## src/pkg/flash_guard_pkg.sv

```systemverilog
// constants shared by the overlay map, the error guard and the register top
`default_nettype none
package flash_guard_pkg;
	// ==============================
	// bus widths
	localparam int ADDR_W = 24;
	localparam int DATA_W = 32;
	localparam int IDX_W = 22;
	// ==============================
	// register indices, byte address is four times the index
	localparam logic [IDX_W-1:0] IDX_OVERLAY_CTRL = 22'h0ee077;
	localparam logic [IDX_W-1:0] IDX_FLASH_STATUS = 22'h0ee07d;
	localparam logic [IDX_W-1:0] IDX_IRQ_STATUS = 22'h0ee078;
	localparam logic [IDX_W-1:0] IDX_IRQ_MASK = 22'h0ee079;
	localparam logic [1:0] WORD_ALIGN = 2'h0;
	// ==============================
	// field positions
	localparam int EMUL_BIT = 3;
	localparam int WIN_HI_BIT = 2;
	localparam int WIN_LO_BIT = 1;
	localparam int WIN_EXTRA_BIT = 0;
	localparam int FLAG_BIT = 7;
	localparam logic [7:0] OVERLAY_RESET = 8'hf0;
	localparam logic [7:0] OVERLAY_FIXED = 8'hf0;
	localparam logic [7:0] OVERLAY_LIVE = 8'h0f;
	localparam logic [7:0] OVERLAY_WATCH = 8'h0e;
	localparam logic [7:0] STATUS_FIXED = 8'h7f;
	// ==============================
	// interrupt status layout
	localparam int IRQ_W = 2;
	localparam int IRQ_ERR_BIT = 0;
	localparam int IRQ_MODE6_BIT = 1;
	localparam logic [IRQ_W-1:0] IRQ_RESET = 2'h0;
	// ==============================
	// address map, in 1 KB pages
	localparam int PAGE_LSB = 10;
	localparam int PAGE_W = ADDR_W - PAGE_LSB;
	localparam logic [PAGE_W-1:0] NORMAL_RAM_PAGE = 14'h3ffc;
	localparam int WIN_LSB = 12;
	localparam logic [ADDR_W-WIN_LSB-1:0] WIN_REGION = 12'h000;
	// ==============================
	// operating modes
	typedef enum logic [2:0] {
		MODE_NONE = 3'h0,
		MODE_ONE = 3'h1,
		MODE_FIVE = 3'h5,
		MODE_SINGLE_NORMAL = 3'h6,
		MODE_SEVEN = 3'h7
	} op_mode_t;
	typedef enum logic {
		GUARD_CLEAR = 1'b0,
		GUARD_LOCKED = 1'b1
	} guard_state_t;
endpackage
`default_nettype wire

```

## src/rtl/overlay_map.sv

```systemverilog
// address decode that places on-chip ram at its normal page or over a flash window
`default_nettype none
module overlay_map import flash_guard_pkg::*; (
	// clock and reset
	input wire logic clk,
	input wire logic rstSync_b,
	input wire logic ce,
	// overlay control
	input wire logic emulOn,
	input wire logic [1:0] window,
	// cpu access
	input wire logic cpuValid,
	input wire logic [ADDR_W-1:0] cpuAddr,
	// routing
	output logic flashHit,
	output logic ramSel,
	output logic flashSel,
	output logic [PAGE_LSB-1:0] ramOffset
);
	// ==============================
	// decode
	wire logic [PAGE_W-1:0] page = cpuAddr[ADDR_W-1:PAGE_LSB];
	wire logic inWindowRegion = (cpuAddr[ADDR_W-1:WIN_LSB] == WIN_REGION);
	wire logic inWindow = inWindowRegion && (cpuAddr[WIN_LSB-1:PAGE_LSB] == window);
	wire logic normalHit = !emulOn && (page == NORMAL_RAM_PAGE);
	wire logic emulHit = emulOn && inWindow;
	wire logic ramHit = cpuValid && (normalHit || emulHit);
	// flash region is everything that is neither ram page; finer map lives elsewhere
	assign flashHit = cpuValid && !ramHit && (page != NORMAL_RAM_PAGE);
	// ==============================
	// registered routing
	always_ff @(posedge clk or negedge rstSync_b) begin
		if (!rstSync_b) begin
			ramSel <= 1'b0;
			flashSel <= 1'b0;
			ramOffset <= '0;
		end else if (ce) begin
			ramSel <= ramHit;
			flashSel <= flashHit;
			ramOffset <= cpuAddr[PAGE_LSB-1:0];
		end
	end
endmodule
`default_nettype wire

```

## src/rtl/error_guard.sv

```systemverilog
// program/erase error flag with its protection output
`default_nettype none
module error_guard import flash_guard_pkg::*; (
	// clock and reset
	input wire logic clk,
	input wire logic rstSync_b,
	input wire logic ce,
	// conditions
	input wire logic progActive,
	input wire logic flashRead,
	input wire logic excStart,
	input wire logic excExempt,
	input wire logic sleepExec,
	input wire logic busRelease,
	input wire logic wdtReset,
	input wire logic hwStandby,
	// results
	output logic errorFlag,
	output logic protectOn,
	output logic errorSet,
	output logic stackReady
);
	guard_state_t state;
	guard_state_t next_state;
	// ==============================
	// set and clear terms
	wire logic excHit = excStart && !excExempt;
	wire logic setTerm = progActive && (flashRead || excHit || sleepExec || busRelease);
	wire logic clearTerm = wdtReset || hwStandby;
	// stacking waits one cycle so the flag is set before the vector fetch
	assign stackReady = !(progActive && excHit && state == GUARD_CLEAR);
	assign errorSet = setTerm && !clearTerm && state == GUARD_CLEAR;
	always_comb begin
		next_state = state;
		case (state)
			GUARD_CLEAR: begin
				if (setTerm && !clearTerm) next_state = GUARD_LOCKED;
			end
			GUARD_LOCKED: begin
				if (clearTerm) next_state = GUARD_CLEAR;
			end
			default: next_state = GUARD_CLEAR;
		endcase
	end
	always_ff @(posedge clk or negedge rstSync_b) begin
		if (!rstSync_b) state <= GUARD_CLEAR;
		else if (ce) state <= next_state;
	end
	assign errorFlag = (state == GUARD_LOCKED);
	assign protectOn = (state == GUARD_LOCKED);
endmodule
`default_nettype wire

```

## src/rtl/flash_ram_emulation_and_error_guard.sv

```systemverilog
// register top: apb slave, overlay control, error status and interrupt
//
// The APB interface to the registers was left to the implementer.
`default_nettype none
module flash_ram_emulation_and_error_guard import flash_guard_pkg::*; (
	// clock and reset
	input wire logic clk,
	input wire logic rst_b,
	input wire logic ce,
	// apb
	input wire logic psel,
	input wire logic penable,
	input wire logic pwrite,
	input wire logic [ADDR_W-1:0] paddr,
	input wire logic [DATA_W-1:0] pwdata,
	output logic [DATA_W-1:0] prdata,
	output logic pready,
	output logic pslverr,
	// pins
	input wire logic [2:0] opModePin,
	input wire logic hwStandbyPin,
	// cpu side events
	input wire logic progActive,
	input wire logic cpuValid,
	input wire logic cpuRead,
	input wire logic [ADDR_W-1:0] cpuAddr,
	input wire logic excStart,
	input wire logic excExempt,
	input wire logic sleepExec,
	input wire logic busRelease,
	input wire logic wdtReset,
	// results
	output logic ramSel,
	output logic flashSel,
	output logic [PAGE_LSB-1:0] ramOffset,
	output logic readUndefined,
	output logic protectOn,
	output logic stackReady,
	output logic irq
);
	// ==============================
	// reset release and pin synchronisers
	logic rstMeta_b;
	logic rstSync_b;
	always_ff @(posedge clk or negedge rst_b) begin
		if (!rst_b) begin
			rstMeta_b <= 1'b0;
			rstSync_b <= 1'b0;
		end else begin
			rstMeta_b <= 1'b1;
			rstSync_b <= rstMeta_b;
		end
	end
	logic [3:0] pinMeta;
	logic [3:0] pinSync;
	always_ff @(posedge clk or negedge rstSync_b) begin
		if (!rstSync_b) begin
			pinMeta <= 4'h0;
			pinSync <= 4'h0;
		end else if (ce) begin
			pinMeta <= {hwStandbyPin, opModePin};
			pinSync <= pinMeta;
		end
	end
	wire logic hwStandby = pinSync[3];
	wire logic [2:0] opMode = pinSync[2:0];
	// mode is treated as a strap; writability follows the synchronised copy
	wire logic modeWritable = (opMode >= MODE_FIVE);
	wire logic modeSingleNormal = (opMode == MODE_SINGLE_NORMAL);
	// ==============================
	// apb decode
	wire logic setupPhase = psel && !penable;
	wire logic accessPhase = psel && penable;
	wire logic aligned = (paddr[1:0] == WORD_ALIGN);
	wire logic [IDX_W-1:0] idx = paddr[ADDR_W-1:2];
	wire logic hitOverlay = aligned && (idx == IDX_OVERLAY_CTRL);
	wire logic hitStatus = aligned && (idx == IDX_FLASH_STATUS);
	wire logic hitIrqStatus = aligned && (idx == IDX_IRQ_STATUS);
	wire logic hitIrqMask = aligned && (idx == IDX_IRQ_MASK);
	wire logic mapped = hitOverlay || hitStatus || hitIrqStatus || hitIrqMask;
	// zero wait state; a frozen block holds the access phase
	assign pready = ce;
	wire logic wrStrobe = ce && accessPhase && pwrite && mapped;
	wire logic wrOverlay = wrStrobe && hitOverlay && modeWritable;
	wire logic wrIrqStatus = wrStrobe && hitIrqStatus;
	wire logic wrIrqMask = wrStrobe && hitIrqMask;
	// ==============================
	// overlay control register
	logic [3:0] overlayBits;
	always_ff @(posedge clk or negedge rstSync_b) begin
		if (!rstSync_b) overlayBits <= OVERLAY_RESET[3:0];
		else if (wrOverlay) overlayBits <= pwdata[3:0];
	end
	wire logic [7:0] overlayRead = OVERLAY_FIXED | {4'h0, overlayBits};
	wire logic emulOn = overlayBits[EMUL_BIT];
	wire logic [1:0] window = {overlayBits[WIN_HI_BIT], overlayBits[WIN_LO_BIT]};
	// mode 6 emulation is unsupported; flag software that tries it
	wire logic mode6Misuse = wrOverlay && modeSingleNormal
		&& ((pwdata[7:0] & OVERLAY_WATCH) != 8'h00);
	// ==============================
	// overlay map
	logic flashHit;
	overlay_map u_map (
		.clk(clk),
		.rstSync_b(rstSync_b),
		.ce(ce),
		.emulOn(emulOn),
		.window(window),
		.cpuValid(cpuValid),
		.cpuAddr(cpuAddr),
		.flashHit(flashHit),
		.ramSel(ramSel),
		.flashSel(flashSel),
		.ramOffset(ramOffset)
	);
	// ram overlay reads are exempt because they never reach flashHit
	wire logic flashRead = flashHit && cpuRead;
	// ==============================
	// error guard
	logic errorFlag;
	logic errorSet;
	error_guard u_guard (
		.clk(clk),
		.rstSync_b(rstSync_b),
		.ce(ce),
		.progActive(progActive),
		.flashRead(flashRead),
		.excStart(excStart),
		.excExempt(excExempt),
		.sleepExec(sleepExec),
		.busRelease(busRelease),
		.wdtReset(wdtReset),
		.hwStandby(hwStandby),
		.errorFlag(errorFlag),
		.protectOn(protectOn),
		.errorSet(errorSet),
		.stackReady(stackReady)
	);
	wire logic [7:0] statusRead = STATUS_FIXED | {errorFlag, 7'h00};
	// ==============================
	// undefined read marker
	always_ff @(posedge clk or negedge rstSync_b) begin
		if (!rstSync_b) readUndefined <= 1'b0;
		else if (ce) readUndefined <= flashRead && progActive;
	end
	// ==============================
	// interrupt status and mask
	logic [IRQ_W-1:0] irqStatus;
	logic [IRQ_W-1:0] irqMask;
	logic [IRQ_W-1:0] irqEvent;
	logic [IRQ_W-1:0] irqClear;
	logic [IRQ_W-1:0] next_irqStatus;
	assign irqEvent[IRQ_ERR_BIT] = ce && errorSet;
	assign irqEvent[IRQ_MODE6_BIT] = mode6Misuse;
	assign irqClear = wrIrqStatus ? pwdata[IRQ_W-1:0] : IRQ_RESET;
	// an event in the clearing cycle survives the write of one
	assign next_irqStatus = (irqStatus & ~irqClear) | irqEvent;
	always_ff @(posedge clk or negedge rstSync_b) begin
		if (!rstSync_b) begin
			irqStatus <= IRQ_RESET;
			irqMask <= IRQ_RESET;
		end else if (ce) begin
			irqStatus <= next_irqStatus;
			if (wrIrqMask) irqMask <= pwdata[IRQ_W-1:0];
		end
	end
	assign irq = |(irqStatus & irqMask);
	// ==============================
	// read mux, captured in the setup cycle
	logic [7:0] readByte;
	assign readByte = hitOverlay ? overlayRead :
		hitStatus ? statusRead :
		hitIrqStatus ? {6'h00, irqStatus} :
		hitIrqMask ? {6'h00, irqMask} : 8'h00;
	always_ff @(posedge clk or negedge rstSync_b) begin
		if (!rstSync_b) begin
			prdata <= '0;
			pslverr <= 1'b0;
		end else if (ce && setupPhase) begin
			prdata <= {24'h000000, readByte};
			pslverr <= !mapped;
		end
	end
endmodule
`default_nettype wire

```

## config.mk

```make
export PLATFORM = sky130hd
export DESIGN_NAME = flash_ram_emulation_and_error_guard
export DESIGN_NICKNAME = d
export VERILOG_FILES = /design/src/pkg/flash_guard_pkg.sv /design/src/rtl/overlay_map.sv /design/src/rtl/error_guard.sv /design/src/rtl/flash_ram_emulation_and_error_guard.sv
export SDC_FILE = /design/constraint.sdc
export NUM_CORES = 1
export LEC_CHECK = 0
export BUFFER_PORTS_ARGS = -buffer_cell sky130_fd_sc_hd__buf_2
export CAP_MARGIN = 20
export CORE_MARGIN = 4
export CORE_UTILIZATION = 39
export CTS_BUF_LIST = sky130_fd_sc_hd__clkbuf_8
export CTS_CLUSTER_DIAMETER = 80
export DETAILED_ROUTE_END_ITERATION = 10
export GPL_ROUTABILITY_DRIVEN = 1
export PLACE_DENSITY = 0.79
export SLEW_MARGIN = 20
export SYNTH_ARGS = -nofsm -noshare
export SYNTH_HDL_FRONTEND = slang
export SYNTH_SLANG_ARGS = --single-unit
```

## constraint.sdc

```tcl
create_clock -name clk -period 1.14 [get_ports clk]
set_input_delay 0 -clock clk [delete_from_list [all_inputs] [get_ports clk]]
set_output_delay 0 -clock clk [all_outputs]
set_load 0.1 [all_outputs]
```

==> results of run 1 <==
==> worst max-delay path, cell delays in order <==
cell and delay [ns]:
buf_6 0.09, nand2b_4 0.12, or4_4 0.58, nor4b_4 0.30
buf_6 0.17, mux2_4 0.30
==> metal layers <==
| layer | GRT usage [%] | vias up | part of all wire (%) |
|---|---|---|---|
| met2 | 31.8 | 96 | 50 |
| met5 | 0 | - | 0 |
| met1 | 19.0 | 976 | 39 |
| met3 | 5.48 | 8 | 9.2 |
| li1 | - | 976 | - |
| met4 | 6.48 | 0 | 1.5 |
==> Yosys cell counts (4+ instances only) <==
cell type | n | area, sq um
nand4_1 | 8 | 50.1
dfrtp_1 | 39 | 976
nand2b_1 | 6 | 37.5
nor4_1 | 4 | 25.0
nor2_1 | 5 | 18.8
nor2b_1 | 4 | 25.0
mux2_2 | 24 | 270
nor3_1 | 6 | 30.0
o31ai_1 | 4 | 30.0
buf_4 | 27 | 203
nand2_1 | 13 | 48.8
==> through the flow <==
stage | cells | setup slack (ns) | util (%) | instance area, sq um
6_report | 419 | -0.245 | 66.1 | 3440
4_1_cts | 417 | -0.234 | 64.5 | 3360
3_5_place_dp | 388 | -0.655 | 56.4 | 2940
2_1_floorplan | 219 | -0.505 | - | 2270
5_1_grt | 419 | -0.299 | 66.1 | 3440
3_3_place_gp | 388 | -0.570 | 56.4 | 2940
==> sequential cells by signal, indices dropped and copies added, names as in the netlist, 2 cells and up <==
register         flops
u_map.ramOffset     10
prdata               6
overlayBits          4
pinMeta              4
pinSync              4
irqMask              2
irqStatus            2
==> final cells by class <==
| type | instances | area (sq um) | area share, % |
|---|---|---|---|
| Multi-Input combinational cell | 146 | 1170 | 34.0 |
| Timing Repair Buffer | 154 | 1060 | 30.8 |
| Inverter | 2 | 7.51 | 0.218 |
| Sequential cell | 39 | 998 | 29.0 |
| Tap cell | 70 | 87.6 | 2.54 |
| Clock inverter | 3 | 47.5 | 1.38 |
| Clock buffer | 5 | 68.8 | 2.00 |
==> repair_timing <==
action	in CTS	in global routing
pin swaps	13	6
hold endpoints to repair	22	0
endpoints found under the setup margin	21	25
setup buffers	2	2
resized for setup	17	15
hold buffers	20	0
==> kinds of logic (layout without fill, tap and decap cells) <==
family / Yosys count / in the layout / synth area share (%)
mux: 27 / 27 / 14.1
flops: 39 / 39 / 45.7
simple gates: 68 / 68 / 19.6
other cells: 2 / 25 / 0.351
compound gates: 24 / 24 / 8.43
xor+xnor: 2 / 2 / 0.820
buf+inv: 34 / 164 / 11.1
==> power breakdown <==
part / total (mW) / internal [mW] / switching (mW)
logic: 1.67 / 0.436 / 1.24
clock network: 1.18 / 0.663 / 0.515
registers: 1.56 / 1.50 / 0.0622
==> final timing paths <==
kind | depth (start not counted) | slack [ns] | end | from
worst max-delay path | 6 | -0.25 | overlayBits[2] | paddr[1]
worst min-delay path | 3 | 0.01 | readUndefined | progActive
worst max register to register | 4 | -0.20 | overlayBits[2] | pinSync[1]
worst min register to register | 1 | 0.21 | u_map.ramOffset[4] | rstSync_b
max in group asynchronous | 1 | 0.61 | u_guard.errorFlag | rstSync_b
min in group asynchronous | 2 | 0.02 | rstSync_b | rst_b
==> cells in the final DEF (no fill, tap or decap), types with 4 or more instances in the layout <==
cell type,instances
conb_1,25
nor3_1,5
nand2_1,12
nand2b_1,4
nor2_1,5
mux2_2,20
dfrtp_1,23
buf_6,6
nor2b_1,4
buf_12,4
nand4_1,8
clkbuf_8,5
dfrtp_2,15
dlygate4sd3_1,20
buf_4,34
buf_2,87
mux2_4,4
==> metrics.cfg, run 1 <==
[run_status]
outcome=complete, but fails checks
violations=setup timing

[sta]
fin_hold_ws_ns=0.0105
fmax_mhz=722
tns_ns=-2.79
fin_crit_sh_pct=122
setup_viol=20
skew_ns=0.00519
min_period_ns=1.39
rsz0062_at_grt=true
hold_viol_final=0
worst_slack_ns=-0.245
finalMaxSlewViolations=0

[clock_tree]
clock_sinks=39
cts_tree=built
htreeDepth=2
clockRootBuffer=clkbuf_8
path_clk_slew_ns=0.08
numCtsBuffers=5
insertion_delay_ns=0.29
clockBufferDepth=2

[critical_path]
crit_type=in -> reg
path_max_fanout=5
cp.required_ns=1.32
cp-end-kind=flip-flop
start_kind=primary input
cp_data_arrival_time_ns=1.56

[layout]
syn_to_final_growth_pct=61.1
layout-drive-gt1-share_pct=58.5
insertedDiodeCount=0
fillCellCount=398
final_nets=446

[synth]
synthesis.area_sq_um=2140
synth_seq_area_share_pct=45.7
ys_warn_count=0
postSynth.topFlopCell=dfrtp_1
postSynthAreaPerCell_sq_um=10.9
synthCells=196
synth_seq_cells=39
synth_async_sr_flop_share_pct=100
synth-edff-count=0
ys_types=44

[die]
die_w_um=82.0
placeableCoreArea_sq_um=5200
dieHeight_um=82.0
ioPinCount=148
dieArea_sq_um=6730
initial_core_util_pct=41.1
fp-row-count=26

[detailed_routing]
vias=2056
routed_via_density=4.91
final_antenna_net_count=0
drt_first_pass_iters=4
drt_iter0_markers=42
post-route-drc-count=0
wl_um=5800
wl_per_cell_um=13.8

[placement]
io_buffers=95
gp_congestion=0.827
place_hpwl_um=4420

[power_and_ir_drop]
power_density_nw_per_um2=1280
power_leakage_nw=1.67
p_total_mw=4.42
peakVddDrop_mv=1.02

[global_route]
antenna_found_initial=0
grt_pass1_wl_um=9130
overflow=0
grt_usage_pct=17.5
grt_max_degree=31
grt_pass1_vias=2059

[job]
drv_cap=0

[worst_hold_path]
holdCritPathClass=in -> reg

Power figures use the tool's default switching activity.
==> inputs of run 2 (changes only) <==
- CELL_PAD_IN_SITES_DETAIL_PLACEMENT: not set -> 1
- CELL_PAD_IN_SITES_GLOBAL_PLACEMENT: not set -> 2
- CORE_UTILIZATION: 39 -> 21
- PLACE_DENSITY: 0.79 -> not set
- PLACE_DENSITY_LB_ADDON: not set -> 0.1
- RECOVER_POWER: not set -> 100
- SYNTH_HIERARCHICAL: not set -> 1
==> metrics.cfg, run 2 <==
[run_status]
outcome=complete, but fails checks  ; unchanged
violations=setup timing  ; unchanged

[power_and_ir_drop]
p_seq_share_pct=36.9  ; was 35.4%
p_int_mw=2.56  ; was 2.60 mW
power_leakage_nw=1.65  ; was 1.67 nW
p_switching_mw=1.59  ; was 1.81 mW
power_frac_clock_pct=29.6  ; was 26.7%
peakVddDrop_mv=0.601  ; was 1.02 mV
power_density_nw_per_um2=1160  ; was 1280 nW/um^2
power_switching_share_pct=38.4  ; was 41.1%
p_comb_share_pct=33.6  ; was 37.9%

[layout]
top_register=u_map/ramOffset  ; was u_map.ramOffset
layout_common_cells=buf_2, buf_4, conb_1  ; unchanged
insertedDiodeCount=0  ; unchanged
mostFrequentLayoutCell=buf_2  ; unchanged
largest_register_ff_count=10  ; unchanged
multiInputGateArea_sq_um=1150  ; was 1170 sq um
final_nets=455  ; was 446
layout-drive-gt1-share_pct=60.3  ; was 58.5%
syn_to_final_growth_pct=64.0  ; was 61.1%
fillCellCount=1164  ; was 398
largestRegisters=u_map/ramOffset x10, prdata x6  ; was u_map.ramOffset x10, prdata x6
final-seq-area_sq_um=997  ; was 998 sq um

[die]
ioPinCount=148  ; unchanged
die_w_um=110  ; was 82.0 um
initial_core_util_pct=21.9  ; was 41.1%
fp-row-count=36  ; was 26
dieArea_sq_um=12100  ; was 6730 sq um
placeableCoreArea_sq_um=9950  ; was 5200 sq um
dieHeight_um=110  ; was 82.0 um

[clock_tree]
cts_tree=built  ; unchanged
numCtsBuffers=5  ; unchanged
htreeDepth=2  ; unchanged
insertion_delay_ns=0.30  ; was 0.29 ns
clock_sinks=39  ; unchanged
clockRootBuffer=clkbuf_8  ; unchanged
path_clk_slew_ns=0.09  ; was 0.08 ns
clockBufferDepth=2  ; unchanged

[synth]
synth.top_cell.area_share_pct=44.8  ; was 45.7%
synth_seq_cells=39  ; unchanged
yosysTopAreaCell=dfrtp_1  ; unchanged
synth.most_common_cell=dfrtp_1  ; unchanged
synth_async_sr_flop_share_pct=100  ; unchanged
postSynthAreaPerCell_sq_um=11.0  ; was 10.9 sq um
synthesis.area_sq_um=2180  ; was 2140 sq um
ys_types=45  ; was 44
synthCells=198  ; was 196
ys_warn_count=6  ; was 0
ys_top_cells_by_count=dfrtp_1, buf_4, mux2_2  ; unchanged
synth_area_leaders=dfrtp_1, mux2_2, buf_4, o21ai_0, o31ai_1  ; was dfrtp_1, mux2_2, buf_4, nand4_1, nand2_1
synth-edff-count=0  ; unchanged
postSynth.topFlopCell=dfrtp_1  ; unchanged
synth_seq_area_share_pct=44.8  ; was 45.7%

[critical_path]
crit_end=u_guard/errorFlag  ; was overlayBits[2]
critPathTopFamily=simple AND/OR/NAND/NOR gates  ; unchanged
r2r_cells=8  ; was 4
cp.required_ns=1.32  ; about the same
cp_cell_sequence=xnor2_1 > nand4_1 > nor2_2 > nor3b_2 > and2_4 > nor3_4 > buf_4 > a311oi_1  ; was buf_6 > nand2b_4 > or4_4 > nor4b_4 > buf_6 > mux2_4
crit_type=reg -> reg  ; was in -> reg
slowest_delay_ns=0.40  ; was 0.58 ns
cp_data_arrival_time_ns=1.72  ; was 1.56 ns
timing.rr.end=u_guard/errorFlag  ; was overlayBits[2]
path_depth=8  ; was 6
path_buf_inv=1  ; was 2
start_kind=flip-flop  ; was primary input
r2r_slack_ns=-0.40  ; was -0.20 ns
r2r-start=overlayBits[2]  ; was pinSync[1]
startpoint=overlayBits[2]  ; was paddr[1]
cp-end-kind=flip-flop  ; unchanged
slowest_stage=dfrtp_1  ; was or4_4
path_max_fanout=2  ; was 5

[detailed_routing]
vias=2031  ; was 2056
wl_um=6730  ; was 5800 um
drt_iter0_markers=56  ; was 42
drt_first_pass_iters=3  ; was 4
final_antenna_net_count=0  ; unchanged
routed_via_density=4.14  ; was 4.91
wl_per_cell_um=13.7  ; was 13.8 um
post-route-drc-count=0  ; unchanged

[placement]
preCtsSetupSlack_ns=-0.537  ; was -0.655 ns
gp_congestion=0.761  ; was 0.827
place_hpwl_um=5540  ; was 4420 um
io_buffers=95  ; unchanged

[sta]
rsz0062_at_grt=true  ; unchanged
skew_ns=0.00815  ; was 0.00519 ns
fin_crit_sh_pct=135  ; was 122%
finalMaxSlewViolations=0  ; unchanged
fmax_mhz=651  ; was 722 MHz
setup_viol=15  ; was 20
worst_slack_ns=-0.395  ; was -0.245 ns
tns_ns=-2.58  ; was -2.79 ns
min_period_ns=1.54  ; was 1.39 ns
hold_viol_final=0  ; unchanged

[global_route]
grt_pass1_vias=2085  ; was 2059
grt_pass1_wl_um=10400  ; was 9130 um
antenna_found_initial=0  ; unchanged
grt_usage_pct=11.3  ; was 17.5%
overflow=0  ; unchanged
grt_max_degree=28  ; was 31

[job]
drv_cap=0  ; unchanged

[worst_hold_path]
holdCritPathClass=in -> reg  ; unchanged

==> run 2: kinds of logic after synthesis <==
kind of cell | Yosys count | share of synthesized area [%]
and+or+nand+nor | 67 | 22.0
DFF | 39 | 44.8
buffers and inverters | 35 | 10.9
AOI/OAI and AO/OA | 29 | 8.74
muxes | 24 | 12.4
xor gates and xnor gates | 2 | 0.805
other | 2 | 0.345
==> run 2: timing repair <==
action | CTS | global route
pin swaps | 5 | 8
endpoints found under the hold margin | 22 | 0
hold buffers | 21 | 0
buffers inserted | 4 | 5
resized for setup | 13 | 20
setup endpoints to repair | 16 | 24
==> run 2: worst register-to-register path: stages (launching register included) <==
cell      delay (ns)
dfrtp_1         0.40
xnor2_1         0.14
nand4_1         0.15
nor2_2          0.17
nor3b_2         0.07
and2_4          0.18
nor3_4          0.12
buf_4           0.13
a311oi_1        0.06
==> run 2: worst min-delay path by stage <==
stage / from / cells after the start / to
detailed placement: rst_b / 1 / rstMeta_b
finish: pwdata[1] / 2 / irqMask[1]
CTS: cpuValid / 3 / u_map/ramSel
floorplan: rst_b / 0 / rstMeta_b
global placement: rst_b / 1 / rstMeta_b
global route: pwdata[1] / 2 / overlayBits[1]
==> run 2: power by group through the flow <==
stage	Sequential, mW	Combinational [mW]	Clock (mW)
floorplan	1.87	0.656	0
global placement	1.55	1.28	0
detailed placement	1.56	1.29	0
CTS	1.53	1.38	1.28
global route	1.55	1.47	1.34
finish	1.53	1.39	1.23
==> run 2: area by class of cell <==
class | count | area share [%]
sequential | 39 | 27.9
tap | 133 | 4.66
timing repair buffer | 160 | 31.5
clock buffer | 5 | 1.93
clock inverter | 3 | 1.30
inverter | 4 | 0.421
multi-input combinational | 147 | 32.2
==> run 2: per-stage QoR <==
step	cell area [sq um]	power (mW)	hold slack [ns]	utilization, %	cells
after floorplan	2300	2.52	-0.296	-	221
after global placement	3050	2.84	-0.214	30.7	453
after detailed placement	3050	2.85	-0.213	30.7	453
after CTS	3450	4.19	0.00520	34.7	486
after global routing	3570	4.35	0.00920	35.9	491
final	3570	4.15	0.00959	35.9	491
==> run 2: layer usage <==
layer / share of wire (%) / GRT usage, %
met4: 1.1 / 3.21
met1: 42 / 14.1
met2: 52 / 19.3
met5: 0 / 0
met3: 5.1 / 2.58
==> inputs of run 3 (changes only) <==
- CELL_PAD_IN_SITES_GLOBAL_PLACEMENT: 2 -> 1
- CORE_UTILIZATION: 21 -> 28
==> metrics.cfg, run 3 (same netlist as run 2, synthesis figures left out) <==
[run_status]
outcome=complete, but fails checks  ; unchanged
violations=setup timing  ; unchanged

[layout]
largestRegisters=u_map/ramOffset x10, prdata x6  ; unchanged
final_cells=449  ; was 491
mostFrequentLayoutCell=buf_2  ; unchanged
syn_to_final_growth_pct=57.0  ; was 64.0%
layout-drive-gt1-share_pct=58.6  ; was 60.3%
fillCellCount=860  ; was 1164
largest_register_ff_count=10  ; unchanged
layout_common_cells=buf_2, buf_4, conb_1  ; unchanged
final_nets=447  ; was 455
design_area_sq_um=3420  ; was 3570 sq um
insertedDiodeCount=0  ; unchanged
top_register=u_map/ramOffset  ; unchanged

[sta]
skew_ns=0.00425  ; was 0.00815 ns
rsz0062_at_grt=true  ; unchanged
fmax_mhz=674  ; was 651 MHz
worst_slack_ns=-0.345  ; was -0.395 ns
fin_crit_sh_pct=130  ; was 135%
setup_viol=15  ; unchanged
hold_viol_final=0  ; unchanged
finalMaxSlewViolations=0  ; unchanged
min_period_ns=1.48  ; was 1.54 ns

[placement]
place_hpwl_um=5170  ; was 5540 um
io_buffers=95  ; unchanged
place_inst=413  ; was 453
dpl_cell_area_sq_um=2970  ; was 3050 sq um
gp_congestion=0.768  ; was 0.761

[critical_path]
start_kind=flip-flop  ; unchanged
cp_common_cell=nand2_1
startpoint=overlayBits[1]  ; was overlayBits[2]
crit_type=reg -> reg  ; unchanged
r2r-start=overlayBits[1]  ; was overlayBits[2]
timing.rr.end=irqStatus[0]  ; was u_guard/errorFlag
critPathTopFamily=simple AND/OR/NAND/NOR gates  ; unchanged
cp-end-kind=flip-flop  ; unchanged
crit_end=irqStatus[0]  ; was u_guard/errorFlag
path_max_fanout=2  ; unchanged
slowest_stage=dfrtp_1  ; unchanged
path_depth=9  ; was 8
slowest_delay_ns=0.42  ; was 0.40 ns
path_buf_inv=0  ; was 1
cp_data_arrival_time_ns=1.67  ; was 1.72 ns
r2r_cells=9  ; was 8
cp_cell_sequence=xnor2_2 > nand4_1 > nor2_2 > nor3b_2 > and2_4 > nor3_4 > a21oi_2 > nand2_1 > nand2_1  ; was xnor2_1 > nand4_1 > nor2_2 > nor3b_2 > and2_4 > nor3_4 > buf_4 > a311oi_1
r2r_slack_ns=-0.34  ; was -0.40 ns
cp.required_ns=1.32  ; about the same

[worst_hold_path]
holdCritStartpoint=pwdata[1]  ; unchanged
holdCritPathClass=in -> reg  ; unchanged

[power_and_ir_drop]
p_total_mw=4.09  ; was 4.15 mW
power_density_nw_per_um2=1200  ; was 1160 nW/um^2
power_leakage_nw=1.61  ; was 1.65 nW
peakVddDrop_mv=0.422  ; was 0.601 mV

[detailed_routing]
post-route-drc-count=0  ; unchanged
drt_iter0_markers=30  ; was 56
wl_per_cell_um=14.5  ; was 13.7 um
final_antenna_net_count=0  ; unchanged
vias=2039  ; was 2031
wl_um=6500  ; was 6730 um
routed_via_density=4.54  ; was 4.14
drt_first_pass_iters=4  ; was 3

[clock_tree]
numCtsBuffers=5  ; unchanged
clockRootBuffer=clkbuf_8  ; unchanged
insertion_delay_ns=0.29  ; was 0.30 ns
clock_sinks=39  ; unchanged
htreeDepth=2  ; unchanged
cts_tree=built  ; unchanged
path_clk_slew_ns=0.08  ; was 0.09 ns
clockBufferDepth=2  ; unchanged

[die]
placeableCoreArea_sq_um=7410  ; was 9950 sq um
dieArea_sq_um=9250  ; was 12100 sq um
dieHeight_um=96.2  ; was 110 um
fp-row-count=31  ; was 36
die_w_um=96.2  ; was 110 um
ioPinCount=148  ; unchanged
initial_core_util_pct=29.4  ; was 21.9%

[job]
drv_cap=0  ; unchanged

[global_route]
grt_use_met1_pct=18.0  ; was 14.1%
top_usage_layer=met2  ; unchanged
antenna_found_initial=0  ; unchanged
grtUsageMet2_pct=24.8  ; was 19.3%
grt_usage_pct=14.3  ; was 11.3%
grt_max_degree=35  ; was 28
grt_pass1_vias=2133  ; was 2085
use_met3_pct=3.21  ; was 2.58%
grt_pass1_wl_um=10300  ; was 10400 um
overflow=0  ; unchanged

-- run 3: cell types whose count changed in the layout (fill, tap and decap cells not counted), moves of 2 or more --
cell / delta
o21ai_0: +2
clkbuf_4: -3
buf_4: -7
o21ai_1: -2
buf_2: +4
-- run 3: metrics by stage --
stage	setup slack [ns]	utilization [%]	hold WS, ns	TNS [ns]
after floorplan	-0.262	-	-0.296	-2.41
after global placement	-0.496	40.0	-0.214	-6.11
after detailed placement	-0.519	40.0	-0.210	-6.50
after CTS	-0.392	45.3	0.00312	-2.80
after global routing	-0.501	46.1	0.00978	-4.04
final	-0.345	46.1	0.0133	-3.00
-- run 3: worst min-delay path by stage --
stage / endpoint / slack [ns] / depth (start not counted)
after floorplan: rstMeta_b / -0.30 / 0
after global placement: rstMeta_b / -0.21 / 1
after detailed placement: rstMeta_b / -0.21 / 1
after CTS: overlayBits[1] / 0.003 / 2
after global routing: overlayBits[1] / 0.01 / 2
final: irqMask[1] / 0.01 / 2
-- run 3: routing by layer --
layer	routed length, um	part of all wire [%]
met5	0	0
met4	47	0.72
met3	421	6.5
met2	3410	52
met1	2620	40
-- run 3: power breakdown --
part           switching (mW)  leakage (nW)  internal (mW)
logic                   0.974          1.08          0.388
clock network           0.497        0.0612          0.708
registers              0.0447         0.468           1.48
total                    1.52          1.61           2.57
-- run 3: what timing repair did --
action	4_1_cts	5_1_grt
resized for setup	11	11
hold buffers	20	0
endpoints found under the setup margin	16	20
setup buffers	5	3
endpoints found under the hold margin	22	0
pin swaps	7	4
-- run 3: final cells by class --
type,instances,area [sq um],area share (%)
sequential,39,996,29.1
clock inverter,2,35.0,1.02
tap,99,124,3.62
clock buffer,6,82.6,2.42
multi-input combinational,147,1130,33.2
inverter,4,15.0,0.439
timing repair buffer,152,1030,30.2
